[config.mk]
export PLATFORM = sky130hd
export DESIGN_NAME = humidity_cmd_unit
export DESIGN_NICKNAME = d
export VERILOG_FILES = /design/src/design/sensor_cmd_pkg.sv /design/src/design/byte_fifo.sv /design/src/design/humidity_cmd_unit.sv
export SDC_FILE = /design/constraint.sdc
export NUM_CORES = 1
export LEC_CHECK = 0
export BUFFER_PORTS_ARGS = -buffer_cell sky130_fd_sc_hd__buf_4
export CORE_ASPECT_RATIO = 0.7
export CORE_MARGIN = 10
export CORE_UTILIZATION = 45
export DETAILED_ROUTE_END_ITERATION = 10
export GPL_ROUTABILITY_DRIVEN = 0
export MAX_ROUTING_LAYER = met4
export SLEW_MARGIN = 25
export SYNTH_ARGS = -nofsm -noshare
export SYNTH_HDL_FRONTEND = slang
export SYNTH_SLANG_ARGS = --single-unit
[constraint.sdc]
create_clock -name ref_clk -period 3.7 [get_ports ref_clk]
set_input_delay 0.555 -clock ref_clk [delete_from_list [all_inputs] [get_ports ref_clk]]
set_output_delay 0.555 -clock ref_clk [all_outputs]
set_load 0.01 [all_outputs]
[src/design/sensor_cmd_pkg.sv]
// Purpose: Shared constants for the sensor command unit
// Assumes: 200 MHz ref_clk
// Notes: Command codes, heater codes, timing counts, checksum helper
package sensor_cmd_pkg;

    // ==========================================================
    // Command bytes
    localparam logic [7:0] CMD_MEAS_HIGH = 8'hFD;
    localparam logic [7:0] CMD_MEAS_MED = 8'hF6;
    localparam logic [7:0] CMD_MEAS_LOW = 8'hE0;
    localparam logic [7:0] CMD_HEAT_200_LONG = 8'h39;
    localparam logic [7:0] CMD_HEAT_200_SHORT = 8'h32;
    localparam logic [7:0] CMD_HEAT_110_LONG = 8'h2F;
    localparam logic [7:0] CMD_HEAT_110_SHORT = 8'h24;
    localparam logic [7:0] CMD_HEAT_20_LONG = 8'h1E;
    localparam logic [7:0] CMD_HEAT_20_SHORT = 8'h15;
    localparam logic [7:0] CMD_READ_SERIAL = 8'h89;
    localparam logic [7:0] CMD_SOFT_RESET = 8'h94;

    // ==========================================================
    // Precision and heater power codes
    localparam logic [1:0] PREC_LOW = 2'h1;
    localparam logic [1:0] PREC_MED = 2'h2;
    localparam logic [1:0] PREC_HIGH = 2'h3;
    localparam logic [1:0] PWR_OFF = 2'h0;
    localparam logic [1:0] PWR_20MW = 2'h1;
    localparam logic [1:0] PWR_110MW = 2'h2;
    localparam logic [1:0] PWR_200MW = 2'h3;

    // ==========================================================
    // Timing
    localparam int CLK_KHZ = 200000;
    localparam int HEAT_LONG_MS = 1000;
    localparam int HEAT_SHORT_MS = 100;
    localparam int HEAT_LONG_CYC = CLK_KHZ * HEAT_LONG_MS;
    localparam int HEAT_SHORT_CYC = CLK_KHZ * HEAT_SHORT_MS;
    localparam int HEAT_CNT_W = 28;

    // ==========================================================
    // Result frame and checksum
    localparam int RES_BYTES = 6;
    localparam logic [2:0] RES_LAST = 3'h5;
    localparam logic [7:0] CRC_POLY = 8'h31;
    localparam logic [7:0] CRC_INIT = 8'hFF;
    localparam int FIFO_DEPTH = 4;
    localparam int BYTE_W = 8;

    // CRC-8, MSB first, no reflection, no final xor
    function automatic logic [7:0] crc8(input logic [15:0] word);
        logic [7:0] c;
        c = CRC_INIT;
        for (int i = 15; i >= 0; i--) begin
            c = (c[7] ^ word[i]) ? ((c << 1) ^ CRC_POLY) : (c << 1);
        end
        return c;
    endfunction

endpackage

[src/design/byte_fifo.sv]
// Purpose: Small shift-register FIFO with registered head
// Assumes: Single clock, synchronous active-low reset
// Notes: Head slot is a flop so outputs need no read mux
`timescale 1ns/1ps
module byte_fifo #(
    parameter int WIDTH = 8,
    parameter int DEPTH = 4
) (
    input wire logic ref_clk,
    input wire logic rst_n,
    input wire logic flush,
    input wire logic in_valid,
    input wire logic [WIDTH-1:0] in_data,
    output logic in_ready,
    output logic out_valid,
    output logic [WIDTH-1:0] out_data,
    input wire logic out_ready
);

    logic [DEPTH-1:0] vld_q;
    logic [WIDTH-1:0] dat_q [DEPTH];
    logic [DEPTH-1:0] sh_vld;
    logic [WIDTH-1:0] sh_dat [DEPTH];
    logic pop;
    logic push;

    // ==========================================================
    // Shift on pop, then fill first empty slot
    assign pop = vld_q[0] && out_ready;
    assign in_ready = !vld_q[DEPTH-1];
    assign push = in_valid && in_ready;
    assign out_valid = vld_q[0];
    assign out_data = dat_q[0];

    always_comb begin
        for (int i = 0; i < DEPTH; i++) begin
            if (pop) begin
                sh_vld[i] = (i < DEPTH - 1) ? vld_q[(i + 1) % DEPTH] : 1'b0;
                sh_dat[i] = (i < DEPTH - 1) ? dat_q[(i + 1) % DEPTH]
                                            : dat_q[i];
            end else begin
                sh_vld[i] = vld_q[i];
                sh_dat[i] = dat_q[i];
            end
        end
    end

    always_ff @(posedge ref_clk) begin
        if (!rst_n || flush) begin
            vld_q <= '0;
        end else begin
            for (int i = 0; i < DEPTH; i++) begin
                vld_q[i] <= sh_vld[i] || (push && !sh_vld[i] &&
                            (i == 0 || sh_vld[(i + DEPTH - 1) % DEPTH]));
            end
        end
    end

    // Data needs no reset; valid bits guard it
    always_ff @(posedge ref_clk) begin
        for (int i = 0; i < DEPTH; i++) begin
            if (push && !sh_vld[i] &&
                (i == 0 || sh_vld[(i + DEPTH - 1) % DEPTH])) begin
                dat_q[i] <= in_data;
            end else begin
                dat_q[i] <= sh_dat[i];
            end
        end
    end

endmodule // byte_fifo

[src/design/humidity_cmd_unit.sv]
// Purpose: Command unit of a humidity and temperature sensor
// Assumes: Serial bus target logic delivers bytes on ref_clk
// Notes: Analog front end handshakes by start pulse and done level
//
// Summary of operation
// - Command FD starts one high repeatability measurement, result kept.
// - Command F6 starts one medium repeatability measurement, result kept.
// - Command E0 starts one low repeatability measurement, result kept.
// - Result is temperature word, its CRC, humidity word, its CRC.
// - Command 39: heater 200 mW for 1 s, high measurement, heater off.
// - Command 32: heater 200 mW for 0.1 s, high measurement, heater off.
// - Command 2F: heater 110 mW for 1 s, high measurement, heater off.
// - Command 24: heater 110 mW for 0.1 s, high measurement, heater off.
// - Command 1E: heater 20 mW for 1 s, high measurement, heater off.
// - Command 15: heater 20 mW for 0.1 s, high measurement, heater off.
// - Command 89 returns serial number as two words, each with CRC.
// - Serial number is fixed per unit; no command changes it.
// - Command 94 soft resets the unit and is acknowledged.
// - Read header while busy is refused with a not-acknowledge.
// - First acknowledged read header discards result; read once only.
`timescale 1ns/1ps
module humidity_cmd_unit #(
    parameter logic [31:0] SERIAL_NUMBER = 32'h5A3C_0F96, // arbitrary
    parameter int HEAT_LONG_CYC = sensor_cmd_pkg::HEAT_LONG_CYC,
    parameter int HEAT_SHORT_CYC = sensor_cmd_pkg::HEAT_SHORT_CYC
) (
    input wire logic ref_clk,
    input wire logic rst_n,
    input wire logic cmd_valid,
    input wire logic [7:0] cmd_byte,
    output logic cmd_ack,
    input wire logic rd_hdr,
    output logic rd_hdr_ack,
    output logic rd_hdr_nack,
    output logic tx_valid,
    output logic [sensor_cmd_pkg::BYTE_W-1:0] tx_byte,
    input wire logic tx_ready,
    output logic meas_start,
    output logic [1:0] meas_prec,
    input wire logic meas_done,
    input wire logic [15:0] raw_temperature_word,
    input wire logic [15:0] raw_humidity_word,
    output logic heater_on,
    output logic [1:0] heater_power
);
    import sensor_cmd_pkg::*;

    typedef enum logic [4:0] {
        ST_IDLE = 5'h01,
        ST_HEAT = 5'h02,
        ST_MEAS = 5'h04,
        ST_READY = 5'h08,
        ST_SEND = 5'h10
    } state_t;

    state_t state_q;
    logic [HEAT_CNT_W-1:0] heat_cnt_q;
    logic [7:0] res_q [RES_BYTES];
    logic [2:0] idx_q;
    logic cmd_ack_q, rd_hdr_ack_q, rd_hdr_nack_q;
    logic meas_start_q, heater_on_q;
    logic [1:0] meas_prec_q, heater_power_q;
    logic done_s1_q, done_s2_q, done_s3_q, done_lvl_q, done_prev_q;
    logic done_rise, soft_reset, cmd_go, heat_end, new_work;
    logic is_meas, is_heat, is_serial, heat_long;
    logic [1:0] c_prec, c_pwr;
    logic fifo_ready;

    // ==========================================================
    // Command decode
    assign soft_reset = cmd_valid && cmd_byte == CMD_SOFT_RESET;
    // New work only when idle or holding an unread result
    assign cmd_go = cmd_valid && (state_q == ST_IDLE ||
                                  state_q == ST_READY);
    assign new_work = cmd_go && (is_meas || is_heat || is_serial);
    assign heat_end = state_q == ST_HEAT && heat_cnt_q == '0;

    always_comb begin
        is_meas = 1'b0;
        is_heat = 1'b0;
        is_serial = 1'b0;
        heat_long = 1'b0;
        c_prec = PREC_HIGH;
        c_pwr = PWR_OFF;
        unique case (cmd_byte)
            CMD_MEAS_HIGH: is_meas = 1'b1;
            CMD_MEAS_MED: begin
                is_meas = 1'b1;
                c_prec = PREC_MED;
            end
            CMD_MEAS_LOW: begin
                is_meas = 1'b1;
                c_prec = PREC_LOW;
            end
            CMD_HEAT_200_LONG, CMD_HEAT_200_SHORT: begin
                is_heat = 1'b1;
                c_pwr = PWR_200MW;
                heat_long = cmd_byte == CMD_HEAT_200_LONG;
            end
            CMD_HEAT_110_LONG, CMD_HEAT_110_SHORT: begin
                is_heat = 1'b1;
                c_pwr = PWR_110MW;
                heat_long = cmd_byte == CMD_HEAT_110_LONG;
            end
            CMD_HEAT_20_LONG, CMD_HEAT_20_SHORT: begin
                is_heat = 1'b1;
                c_pwr = PWR_20MW;
                heat_long = cmd_byte == CMD_HEAT_20_LONG;
            end
            CMD_READ_SERIAL: is_serial = 1'b1;
            default: ;
        endcase
    end

    // ==========================================================
    // Done synchroniser: analog side is asynchronous
    always_ff @(posedge ref_clk) begin
        if (!rst_n) begin
            done_s1_q <= 1'b0;
            done_s2_q <= 1'b0;
            done_s3_q <= 1'b0;
            done_lvl_q <= 1'b0;
            done_prev_q <= 1'b0;
        end else begin
            done_s1_q <= meas_done;
            done_s2_q <= done_s1_q;
            done_s3_q <= done_s2_q;
            if (done_s2_q == done_s3_q) begin
                done_lvl_q <= done_s3_q;
            end
            done_prev_q <= done_lvl_q;
        end
    end
    assign done_rise = done_lvl_q && !done_prev_q;

    // ==========================================================
    // Sequencer
    always_ff @(posedge ref_clk) begin
        if (!rst_n || soft_reset) begin
            state_q <= ST_IDLE;
        end else begin
            unique case (state_q)
                ST_IDLE, ST_READY: begin
                    if (cmd_go && is_meas) begin
                        state_q <= ST_MEAS;
                    end else if (cmd_go && is_heat) begin
                        state_q <= ST_HEAT;
                    end else if (cmd_go && is_serial) begin
                        state_q <= ST_READY;
                    end else if (state_q == ST_READY && rd_hdr) begin
                        state_q <= ST_SEND;
                    end
                end
                ST_HEAT: if (heat_end) state_q <= ST_MEAS;
                ST_MEAS: if (done_rise) state_q <= ST_READY;
                ST_SEND: begin
                    if (fifo_ready && idx_q == RES_LAST) begin
                        state_q <= ST_IDLE;
                    end
                end
            endcase
        end
    end

    // Heater dwell counter
    always_ff @(posedge ref_clk) begin
        if (!rst_n || soft_reset) begin
            heat_cnt_q <= '0;
        end else if (cmd_go && is_heat) begin
            heat_cnt_q <= heat_long ? HEAT_CNT_W'(HEAT_LONG_CYC - 1)
                                    : HEAT_CNT_W'(HEAT_SHORT_CYC - 1);
        end else if (state_q == ST_HEAT && heat_cnt_q != '0) begin
            heat_cnt_q <= heat_cnt_q - 1'b1;
        end
    end

    // Heater stays on through the measurement, off at its end
    always_ff @(posedge ref_clk) begin
        if (!rst_n || soft_reset) begin
            heater_on_q <= 1'b0;
            heater_power_q <= PWR_OFF;
        end else if (cmd_go && is_heat) begin
            heater_on_q <= 1'b1;
            heater_power_q <= c_pwr;
        end else if (state_q == ST_MEAS && done_rise) begin
            heater_on_q <= 1'b0;
            heater_power_q <= PWR_OFF;
        end
    end

    // Measurement request to the front end
    always_ff @(posedge ref_clk) begin
        if (!rst_n || soft_reset) begin
            meas_start_q <= 1'b0;
            meas_prec_q <= PREC_HIGH;
        end else begin
            meas_start_q <= (cmd_go && is_meas) || heat_end;
            if (cmd_go && is_meas) begin
                meas_prec_q <= c_prec;
            end else if (cmd_go && is_heat) begin
                meas_prec_q <= PREC_HIGH;
            end
        end
    end

    // ==========================================================
    // Result frame, filled once per measurement or serial read
    always_ff @(posedge ref_clk) begin
        if (!rst_n || soft_reset) begin
            for (int i = 0; i < RES_BYTES; i++) res_q[i] <= 8'h00;
        end else if (state_q == ST_MEAS && done_rise) begin
            res_q[0] <= raw_temperature_word[15:8];
            res_q[1] <= raw_temperature_word[7:0];
            res_q[2] <= crc8(raw_temperature_word);
            res_q[3] <= raw_humidity_word[15:8];
            res_q[4] <= raw_humidity_word[7:0];
            res_q[5] <= crc8(raw_humidity_word);
        end else if (cmd_go && is_serial) begin
            // Parameter only: nothing can overwrite the serial
            res_q[0] <= SERIAL_NUMBER[31:24];
            res_q[1] <= SERIAL_NUMBER[23:16];
            res_q[2] <= crc8(SERIAL_NUMBER[31:16]);
            res_q[3] <= SERIAL_NUMBER[15:8];
            res_q[4] <= SERIAL_NUMBER[7:0];
            res_q[5] <= crc8(SERIAL_NUMBER[15:0]);
        end
    end

    always_ff @(posedge ref_clk) begin
        if (!rst_n || soft_reset || state_q != ST_SEND) begin
            idx_q <= 3'h0;
        end else if (fifo_ready) begin
            idx_q <= idx_q + 3'h1;
        end
    end

    // ==========================================================
    // Handshake answers
    always_ff @(posedge ref_clk) begin
        if (!rst_n) begin
            cmd_ack_q <= 1'b0;
            rd_hdr_ack_q <= 1'b0;
            rd_hdr_nack_q <= 1'b0;
        end else begin
            cmd_ack_q <= soft_reset || new_work;
            rd_hdr_ack_q <= rd_hdr && !soft_reset && !new_work &&
                            state_q == ST_READY;
            // No clock stretching: busy or empty refuses at once
            rd_hdr_nack_q <= rd_hdr && (soft_reset || new_work ||
                             state_q != ST_READY);
        end
    end

    byte_fifo #(
        .WIDTH(BYTE_W),
        .DEPTH(FIFO_DEPTH)
    ) u_fifo (
        .ref_clk(ref_clk),
        .rst_n(rst_n),
        .flush(soft_reset),
        .in_valid(state_q == ST_SEND),
        .in_data(res_q[idx_q]),
        .in_ready(fifo_ready),
        .out_valid(tx_valid),
        .out_data(tx_byte),
        .out_ready(tx_ready)
    );

    assign cmd_ack = cmd_ack_q;
    assign rd_hdr_ack = rd_hdr_ack_q;
    assign rd_hdr_nack = rd_hdr_nack_q;
    assign meas_start = meas_start_q;
    assign meas_prec = meas_prec_q;
    assign heater_on = heater_on_q;
    assign heater_power = heater_power_q;

    logic idle_cmd;
    assign idle_cmd = cmd_valid && state_q == ST_IDLE;
endmodule // humidity_cmd_unit

Word-level counts from Yosys, hierarchy flattened
Memories as Yosys holds them, arrays and structs flattened. A register that Yosys moved wholly into a read port is not among the register bits.
Index checks and enable logic that the tools add are counted.
{ "totals": {"memories": 2, "input_bits": 46, "ramBits": 80, "wordCells": 279, "ff_bits": 54} }
{ "classes": {"n_reduce_logical": 58, "eq_ne": 24, "muxes": 101, "bitwise": 76, "add_sub_neg": 2} }
{ "mem_list": {"columns": ["name", "words", "word_bits", "read_ports", "rd_clocked_by_memory_dff", "wr", "line", "rtl"], "rows": [
  ["res_q", 6, 8, 1, 1, 6, "humidity_cmd_unit.sv:58", "logic [7:0] res_q [RES_BYTES];"],
  ["u_fifo.dat_q", 4, 8, 4, 0, 4, "byte_fifo.sv:21", "logic [WIDTH-1:0] dat_q [DEPTH];"]
]} }
{ "ops": {"columns": ["operator", "n"], "rows": [
  ["$mux W6", 32],
  ["$mux W8", 19],
  ["$not A3 Y3", 30],
  ["$mux W28", 3],
  ["$eq A8 B8 Y1 const B", 5],
  ["$mux W5", 7],
  ["$eq A8 B6 Y1 const B", 4],
  ["$mux W1", 30],
  ["$logic_not A28 Y1", 1],
  ["$reduce_bool A28 Y1", 1],
  ["$sub A28 B1 Y28 const B", 1],
  ["$xor A1 B1 Y1", 26],
  ["$logic_and A1 B1 Y1", 25],
  ["$pmux W5 S4", 1],
  ["$eq A8 B5 Y1 const B", 2],
  ["$or A1 B1 Y1", 16],
  ["$logic_or A1 B1 Y1", 12],
  ["$ne A5 B5 Y1 const B", 2],
  ["$logic_not A1 Y1", 9],
  ["$mux W2", 4],
  ["$reduce_or A2 Y1", 4],
  ["$mux W3", 2],
  ["$ne A2 B2 Y1 const B", 3],
  ["$pmux W2 S3", 1],
  ["16 further kinds", 21]
]} }

Logic depth before layout (Yosys ltp)
Gate-level depths: netlist (run 1).
{ "depth": {"ltp_word": 33, "mapped_depth": 9} }

Cells and area by module
A second synthesis (run 1) with hierarchy kept.
{ "unflattened": {"hier_cells": 708, "area_unflattened_um2": 7564.8} }
{ "by_module_without_submodules": {"columns": ["mod", "area_per_inst_um2", "n_inst", "seq_area_each_um2", "cells_per_inst"], "rows": [
  ["humidity_cmd_unit", 5646.7, 1, 2502.4, 559],
  ["byte_fifo", 1918.1, 1, 1041.0, 149]
]} }

Least setup slack after synthesis (run 1)
Ideal clock, no wire load.
{ "synth_path": {"path_kind": "input port to flip-flop", "startpoint": "input cmd_byte[1]", "endpoint": "memory res_q[0][0] (enable)", "path_stages": 6, "required_ps": 3066, "slack_ps": 552, "setup_time_ps": 634, "arrival_ps": 2514, "path_cell_list": "clkbuf_1 -> and3b_1 -> nand4_1 -> and2_1 -> clkbuf_1 -> nand3_1"} }
{ "synth_lines": {"columns": ["element", "line", "rtl"], "rows": [
  ["start: declaration", "humidity_cmd_unit.sv:30", "input wire logic [7:0] cmd_byte,"],
  ["end: declaration", "humidity_cmd_unit.sv:58", null]
]} }

Final worst setup path (run 1)
{ "layout_path": {"startpoint": "register heat_cnt_q[8]", "endpoint": "register heat_cnt_q[22]"} }
{ "layout_via": {"elab_chain_cells": 3, "word_cells_on_any_way": 6} }
{ "layout_rtl": {"columns": ["element", "line", "rtl"], "rows": [
  ["start: declaration", "humidity_cmd_unit.sv:57", "logic [HEAT_CNT_W-1:0] heat_cnt_q;"],
  ["start signal: assignment", "humidity_cmd_unit.sv:170", "heat_cnt_q <= heat_long ? HEAT_CNT_W'(HEAT_LONG_CYC - 1)"],
  ["start signal: assignment", "humidity_cmd_unit.sv:173", "heat_cnt_q <= heat_cnt_q - 1'b1;"],
  ["$sub A28 B1 Y28 / $reduce_bool A28 Y1 (equally long branches)", "humidity_cmd_unit.sv:173, humidity_cmd_unit.sv:172", null],
  ["$mux W28 / $logic_and A1 B1 Y1 (equally long branches)", "humidity_cmd_unit.sv:172", "end else if (state_q == ST_HEAT && heat_cnt_q != '0) begin"],
  ["$mux W28 / $reduce_bool A2 Y1 (equally long branches)", null, null]
]} }
Parallel ways exist; a longest one is shown, timed or not. The select of a mux whose other input is x is not followed.
A chain may end at the register's enable or synchronous reset.

==> results of run 1 <==
[cells by family after synthesis]
| kind of cell | Yosys count |
|---|---|
| AND/OR/NAND/NOR | 239 |
| flip-flops | 137 |
| AO/OA/AOI/OAI | 99 |
| XOR/XNOR | 81 |
| multiplexers | 44 |
| buffers and inverters | 39 |
| adder cells (fa/ha/maj) | 4 |
[area by class of cell]
class,count,area share [%]
Timing Repair Buffer,67,6.164
Tap cell,195,2.990
Clock inverter,14,1.978
Sequential cell,137,43.42
Inverter,12,0.5520
Clock buffer,18,5.382
Multi-Input combinational cell,467,39.51
[flip-flops by register name, summed over array words and instances (netlist names), 2 cells and up, named ones only]
register	cells
heat_cnt_q	28
heater_power	2
idx_q	3
meas_prec	2
res_q	48
state_q	5
u_fifo.dat_q	32
u_fifo.vld_q	4
[cells in the final DEF, fill, tap and decap left out, drive strengths merged, types with 4 or more instances in the layout]
master,n
a21o,4
nor3,32
and3,7
mux4,8
mux2i,11
nor3b,4
dfxtp,57
clkbuf,18
or3,8
and2,23
ha,4
nand2b,5
inv,17
a31oi,8
a21oi,40
xnor2,56
nand2,62
o21ai,25
xor2,22
nand3,17
mux2,25
nor4,11
clkinv,4
nor2,50
buf,67
edfxtp,80
[stage by stage]
stage | power [W] | worst slack (ns) | cell area, um2
after global placement | 0.002278 | 1.029 | 7560
after floorplan | 0.002137 | 0.5522 | 6918
after CTS | 0.003996 | 0.8966 | 8160
final | 0.003961 | 0.8444 | 8160
after detailed placement | 0.002294 | 0.9308 | 7560
after global routing | 0.004121 | 0.6854 | 8160
[worst max-delay path: stages (launching register included)]
cell and delay (ns):
dfxtp_1 0.36, nor4_1 0.58, nand4_1 0.42, a2111oi_2 0.77, nor3b_1 0.33, nor3_1 0.08
a211oi_1 0.24
[metal layers]
layer / up-vias / track usage, %
met1: 2339 / 21.43
met4: 0 / 3.633
met3: 8 / 3.872
li1: 2438 / -
met5: - / -
met2: 133 / 21.88
[worst paths after layout]
check / startpoint / endpoint / slack (ns) / cells after the start
worst min-delay path: meas_done / done_s1_q$_SDFF_PN0_ / 0.35 / 2
worst min register to register: done_s1_q$_SDFF_PN0_ / done_s2_q$_SDFF_PN0_ / 0.44 / 1
worst max-delay path: heat_cnt_q[8]$_SDFFE_PP0P_ / heat_cnt_q[22]$_SDFFE_PP0P_ / 0.84 / 6
worst max register to register: heat_cnt_q[8]$_SDFFE_PP0P_ / heat_cnt_q[22]$_SDFFE_PP0P_ / 0.84 / 6
[power by group through the flow]
stage                     Clock [W]  Combinational (W)  Sequential, W
final                       0.00170           0.000588        0.00168
after global routing        0.00180           0.000638        0.00168
after CTS                   0.00173           0.000588        0.00168
after detailed placement          0           0.000585        0.00171
after global placement            0           0.000572        0.00171
after floorplan                   0           0.000441        0.00170
[synthesized netlist by cell type (3+ instances only)]
cell,number
edfxtp_1,80
nand2_1,62
dfxtp_1,57
xnor2_1,56
nor2_1,50
a21oi_1,40
nor3_1,31
mux2_2,25
and2_1,23
o21ai_0,23
xor2_1,22
clkbuf_1,20
nand3_1,17
inv_1,12
mux2i_1,11
nor4_1,11
mux4_2,8
a31oi_1,7
and3_1,7
buf_2,7
or3_1,7
nand2b_1,5
a21o_1,4
ha_1,4
nor3b_1,4
a211oi_1,3
a21boi_0,3
nand4_1,3
nor2b_1,3
==> flow_summary.toml, run 1 <==
[logic_synthesis]
ys_async_sr_fraction_pct = 0
synth_ff_type = "edfxtp_1"
syn_inst = 643
synth-edff-count = 80
syn_nets = 693
synth_area_leaders = "edfxtp_1 (35%), dfxtp_1 (16%), xnor2_1 (7.1%)"
ys_seq_elements = 137
synthAdderAreaFrac_pct = 0.7235
synthXorXnorAreaFrac_pct = 10.89
synth-simple-area-share_pct = 17.36
yosysTopAreaCellShare_pct = 34.73
avgSynthCellArea_um2 = 10.76
synth_top_family_by_area = "simple AND/OR/NAND/NOR gates"
synth_top_area_cell = "edfxtp_1"
yosysSeqAreaShare_pct = 51.22
synth.area.mux_share_pct = 8.266
netlist-cell-type-count = 63
yosysWarnings = 0
synth-compound-area-share_pct = 9.296
syn_area_um2 = 6918

[clock_network]
postCtsSetupRepairBufs = 0
cts_resized = 0
htreeDepth = 4
tritoncts = "built"
cts_root_buf = "clkbuf_16"
cts.sinks = 137
path_clk_slew_ns = 0.06
clk_latency_ns = 0.42
cts_made_buffers = 17
clock_path_buffers = 2
cts.hold.buffers_added = 0

[final_layout]
final_nets = 752
multi_input_area_um2 = 3224
final_core_util_pct = 54.91
register_area_um2 = 3543
finalNonFillerCells = 910
drive_gt1_share_pct = 20.14
num-fill-cells = 1284
antennaDiodeCount = 0
areaGrowthSynthToFinish_pct = 17.96

[die]
die_h_um = 123.7
core_um2 = 14860
fp.dieW_um = 168.2
start_util_pct = 46.55
io_pins = 64
rows = 37
die_area_um2 = 20810

[worst_setup_path]
cp.required_ns = 4.03
cp_data_arrival_time_ns = 3.18
cp-start-kind = "flip-flop"
crit_type = "flip-flop to flip-flop"
critical_path.max_fanout = 6
endpoint_kind = "flip-flop"

[timing]
relSlewSlack_pct = 51.55
fmax_mhz = 350.2
slew_viol_final = 0
whs_ns = 0.3462
fin_worst_skew_ns = 0.007052
worst_pin_slew_ns = 0.7192
setup_violations = 0
rsz0062_at_grt = "no"
tns_ns = 0
hold_viol = 0
period_needed_ns = 2.856
fin_crit_sh_pct = 77.18

[detailed_routing]
drc_errors = 0
vias = 4918
avgViaCountPerCell = 5.404
m1WireLength_mm = 7.872
routed-wl-met3_um = 589
wl_per_cell_um = 16.75
wl_mm = 15.24
highest_layer = "met4"
drtAntennaViolNets = 0
detail_route.first_pass.iterations = 4
drtIter0Drc = 399
wl_met2_mm = 6.703

[pwr]
p_per_area_nw_per_um2 = 485.4
clkPwrFrac_pct = 42.8
p_int_w = 0.002943
ir_worst_vdd_mv = 0.3548
combinationalPowerShare_pct = 14.8
leakagePower_nw = 3.063
seqPwrFrac_pct = 42.3
p_sw_w = 0.001017
netSwitchingFraction_pct = 25.69

[place]
place_inst = 878
hpwl_mm = 11.35
io_buffers = 63

[run]
maxCapViolCount = 0

[grt]
grt_pass1_vias = 4948
grtUsageTotal_pct = 15.35
antenna_found_initial = 0
grt_first_pass_wirelength_mm = 25.12
grt_overflow = 0
grt_max_degree = 34

[hold_path]
hold_path_class = "input port to flip-flop"

[run_status]
status = "finished clean"
Note: power is estimated with default switching activity, not from simulation.
==> inputs of run 2 (changes only) <==
--- a/config.mk
+++ b/config.mk
@@ -5,6 +5,7 @@
 export SDC_FILE = /design/constraint.sdc
 export NUM_CORES = 1
 export LEC_CHECK = 0
+export ABC_AREA = 1
 export BUFFER_PORTS_ARGS = -buffer_cell sky130_fd_sc_hd__buf_4
 export CORE_ASPECT_RATIO = 0.7
 export CORE_MARGIN = 10
@@ -12,6 +13,7 @@
 export DETAILED_ROUTE_END_ITERATION = 10
 export GPL_ROUTABILITY_DRIVEN = 0
 export MAX_ROUTING_LAYER = met4
+export PLACE_DENSITY = 0.65
 export SLEW_MARGIN = 25
 export SYNTH_ARGS = -nofsm -noshare
 export SYNTH_HDL_FRONTEND = slang
==> constraint.sdc (replaced) <==
create_clock -name ref_clk -period 2.5 [get_ports ref_clk]
set_input_delay 0.375 -clock ref_clk [delete_from_list [all_inputs] [get_ports ref_clk]]
set_output_delay 0.375 -clock ref_clk [all_outputs]
set_load 0.01 [all_outputs]
==> run 2 against run 1 <==
  * Total power grew 61%
  * Core utilization shrank 0.081 points
  * Routed wire length grew 21%
  * First-iteration DRC count grew 32%
  * Clock-buffer cell count is the same
  * Clock skew grew 0.0048 ns
  * Die area grew 8.8%
  * Critical path depth grew 2
==> flow_summary.toml, run 2 <==
[grt]
grt_pass1_vias = 5971
grtUsageTotal_pct = 16.70
grt_overflow = 0
grt_first_pass_wirelength_mm = 30.14
grt_max_degree = 41
antenna_found_initial = 0

[logic_synthesis]
synth_area_leaders = "edfxtp_1 (31%), nand2_1 (16%), dfxtp_1 (15%)"
synth.most_common_cell = "nand2_1"
yosysTopAreaCellShare_pct = 31.49
yosysSeqAreaShare_pct = 46.44
avgSynthCellArea_um2 = 7.510
syn_nets = 1066
synth-edff-count = 80
netlist-cell-type-count = 44
syn_inst = 1016
yosysWarnings = 0
syn_area_um2 = 7630
ys_seq_elements = 137
synth_top_area_cell = "edfxtp_1"
ys_async_sr_fraction_pct = 0
synth_commonest_cells = "nand2_1 (329), nor2_1 (118), inv_1 (112)"
synth_ff_type = "edfxtp_1"

[final_layout]
antennaDiodeCount = 0
top_regs = "res_q: 48 flops, u_fifo.dat_q: 32 flops, heat_cnt_q: 28 flops"
register_area_um2 = 3543
areaGrowthSynthToFinish_pct = 18.53
top_register = "res_q"
final_nets = 1145
final_common_cell = "nand2_1"
multi_input_area_um2 = 3540
num-fill-cells = 1616
drive_gt1_share_pct = 13.00
final_cell_mix = "nand2_1 (326), nor2_1 (117), inv_1 (112)"
fin_area_um2 = 9044
largest_register_ffs = 48

[pwr]
combinationalPowerShare_pct = 21.4
ir_worst_vdd_mv = 0.4018
leakagePower_nw = 4.388
netSwitchingFraction_pct = 30.88
p_per_area_nw_per_um2 = 706.1
clkPwrFrac_pct = 37.8
seqPwrFrac_pct = 40.8
p_int_w = 0.004414
p_sw_w = 0.001972

[clock_network]
path_clk_slew_ns = 0.06
postCtsSetupRepairBufs = 0
tritoncts = "built"
cts_made_buffers = 17
htreeDepth = 4
clk_latency_ns = 0.42
cts.sinks = 137
cts_root_buf = "clkbuf_16"
clock_path_buffers = 2
cts.hold.buffers_added = 0

[worst_setup_path]
cp_data_arrival_time_ns = 2.51
cp-start-kind = "flip-flop"
r2r_end = "res_q[0][0]$_SDFFCE_PP0P_"
critical_path.max_fanout = 36
path_cells = "or2_1 -> nor4_4 -> inv_1 -> nor3_2 -> inv_1 -> nor2_2 -> inv_2 -> nor2_1"
critPathLaunch = "state_q[0]$_SDFFE_PP1P_"
worstReg2RegStart = "state_q[0]$_SDFFE_PP1P_"
endpoint = "res_q[0][0]$_SDFFCE_PP0P_"
critPathMaxStageDelay_ns = 0.32
crit_path_frequent_cell = "inv_1"
endpoint_kind = "flip-flop"
rrSetupSlack_ns = 0.21
crit_type = "flip-flop to flip-flop"
critPathSlowestCell = "dfxtp_1"
cp.required_ns = 2.71
reg2reg_depth = 8

[place]
place_area_um2 = 8461
hpwl_mm = 14.08
io_buffers = 63

[timing]
rsz0062_at_grt = "no"
tns_ns = 0
fin_crit_sh_pct = 91.71
slew_viol_final = 0
hold_viol = 0
setup_violations = 0
fmax_mhz = 436.2
worst_pin_slew_ns = 0.5872
fin_worst_skew_ns = 0.01189
relSlewSlack_pct = 60.80
period_needed_ns = 2.293

[die]
fp.dieW_um = 175.6
die_area_um2 = 22650
start_util_pct = 46.26
core_um2 = 16490
io_pins = 64
die_h_um = 128.9
rows = 39

[run]
maxCapViolCount = 0

[detailed_routing]
avgViaCountPerCell = 4.980
wl_mm = 18.43
drtAntennaViolNets = 0
wl_per_cell_um = 13.82
drtIter0Drc = 527
vias = 6639
drc_errors = 0
detail_route.first_pass.iterations = 5

[hold_path]
hold_path_class = "input port to flip-flop"

[run_status]
status = "finished clean"
## run 2: cell types whose count changed after synthesis, moves of 26 or more
cell and change:
xnor2_1 -43, inv_1 +100, o21ai_0 +26, nor2_1 +68
nand3_1 +48, nand2_1 +267
## run 2: worst max-delay path, delay by kind of cell, from the launching register on
| kind | cells | cell delay [ns] |
|---|---|---|
| buf+inv | 3 | 0.52 |
| flops | 1 | 0.32 |
| simple gates | 5 | 1.24 |
## run 2: logic make-up after synthesis
kind of cell | share of synthesized area [%]
AND/OR/NAND/NOR | 30.85
buffers and inverters | 7.412
flip-flops | 46.44
AO/OA/AOI/OAI | 9.954
XOR/XNOR | 4.690
adder cells (fa/ha/maj) | 0.6560
## run 2: final cells by class
type	count	share of cell area, %
Inverter	119	4.939
Sequential cell	137	39.18
Clock buffer	18	4.745
Tap cell	225	3.113
Timing Repair Buffer	87	7.360
Multi-Input combinational cell	733	39.14
Clock inverter	14	1.522
## run 2: repair_timing
item,CTS,global route
setup endpoints to repair,0,33
gates resized for setup,0,5
endpoints found under the hold margin,0,0
## run 2: through the flow
step / util [%] / setup WS, ns / hold WS, ns / cells / power, W
after floorplan: - / 0.2135 / 0.3905 / 1016 / 0.003590
after detailed placement: 51.30 / 0.2121 / 0.3962 / 1301 / 0.003997
after CTS: 54.73 / 0.1733 / 0.1275 / 1333 / 0.006417
after global placement: 51.30 / 0.1950 / 0.3952 / 1301 / 0.003973
final: 54.83 / 0.2073 / 0.1382 / 1333 / 0.006386
after global routing: 54.83 / 0.02282 / 0.1549 / 1333 / 0.006733
## run 2: power groups by stage
stage	Combinational, W	Sequential [W]	Clock (W)
floorplan	0.000938	0.00265	0
detailed placement	0.00135	0.00265	0
CTS	0.00136	0.00260	0.00246
global route	0.00156	0.00262	0.00256
global placement	0.00133	0.00264	0
finish	0.00137	0.00260	0.00242
## run 2: worst min path at each step
| stage | startpoint | end | slack [ns] | depth (start not counted) |
|---|---|---|---|---|
| after detailed placement | done_s1_q$_SDFF_PN0_ | done_s2_q$_SDFF_PN0_ | 0.40 | 2 |
| after floorplan | done_s1_q$_SDFF_PN0_ | done_s2_q$_SDFF_PN0_ | 0.39 | 2 |
| after CTS | meas_done | done_s1_q$_SDFF_PN0_ | 0.13 | 3 |
| after global routing | meas_done | done_s1_q$_SDFF_PN0_ | 0.15 | 3 |
| final | meas_done | done_s1_q$_SDFF_PN0_ | 0.14 | 3 |
| after global placement | done_s1_q$_SDFF_PN0_ | done_s2_q$_SDFF_PN0_ | 0.40 | 2 |
## run 2: routing by layer
metal / global-route usage [%] / vias to the layer above / share of wire (%) / wire [um]
met3: 2.659 / 12 / 4.9 / 901
li1: - / 3482 / - / -
met2: 22.69 / 170 / 41 / 7499
met4: 4.175 / 0 / 0.69 / 127
met1: 24.95 / 2975 / 54 / 9900
met5: - / - / 0 / 0
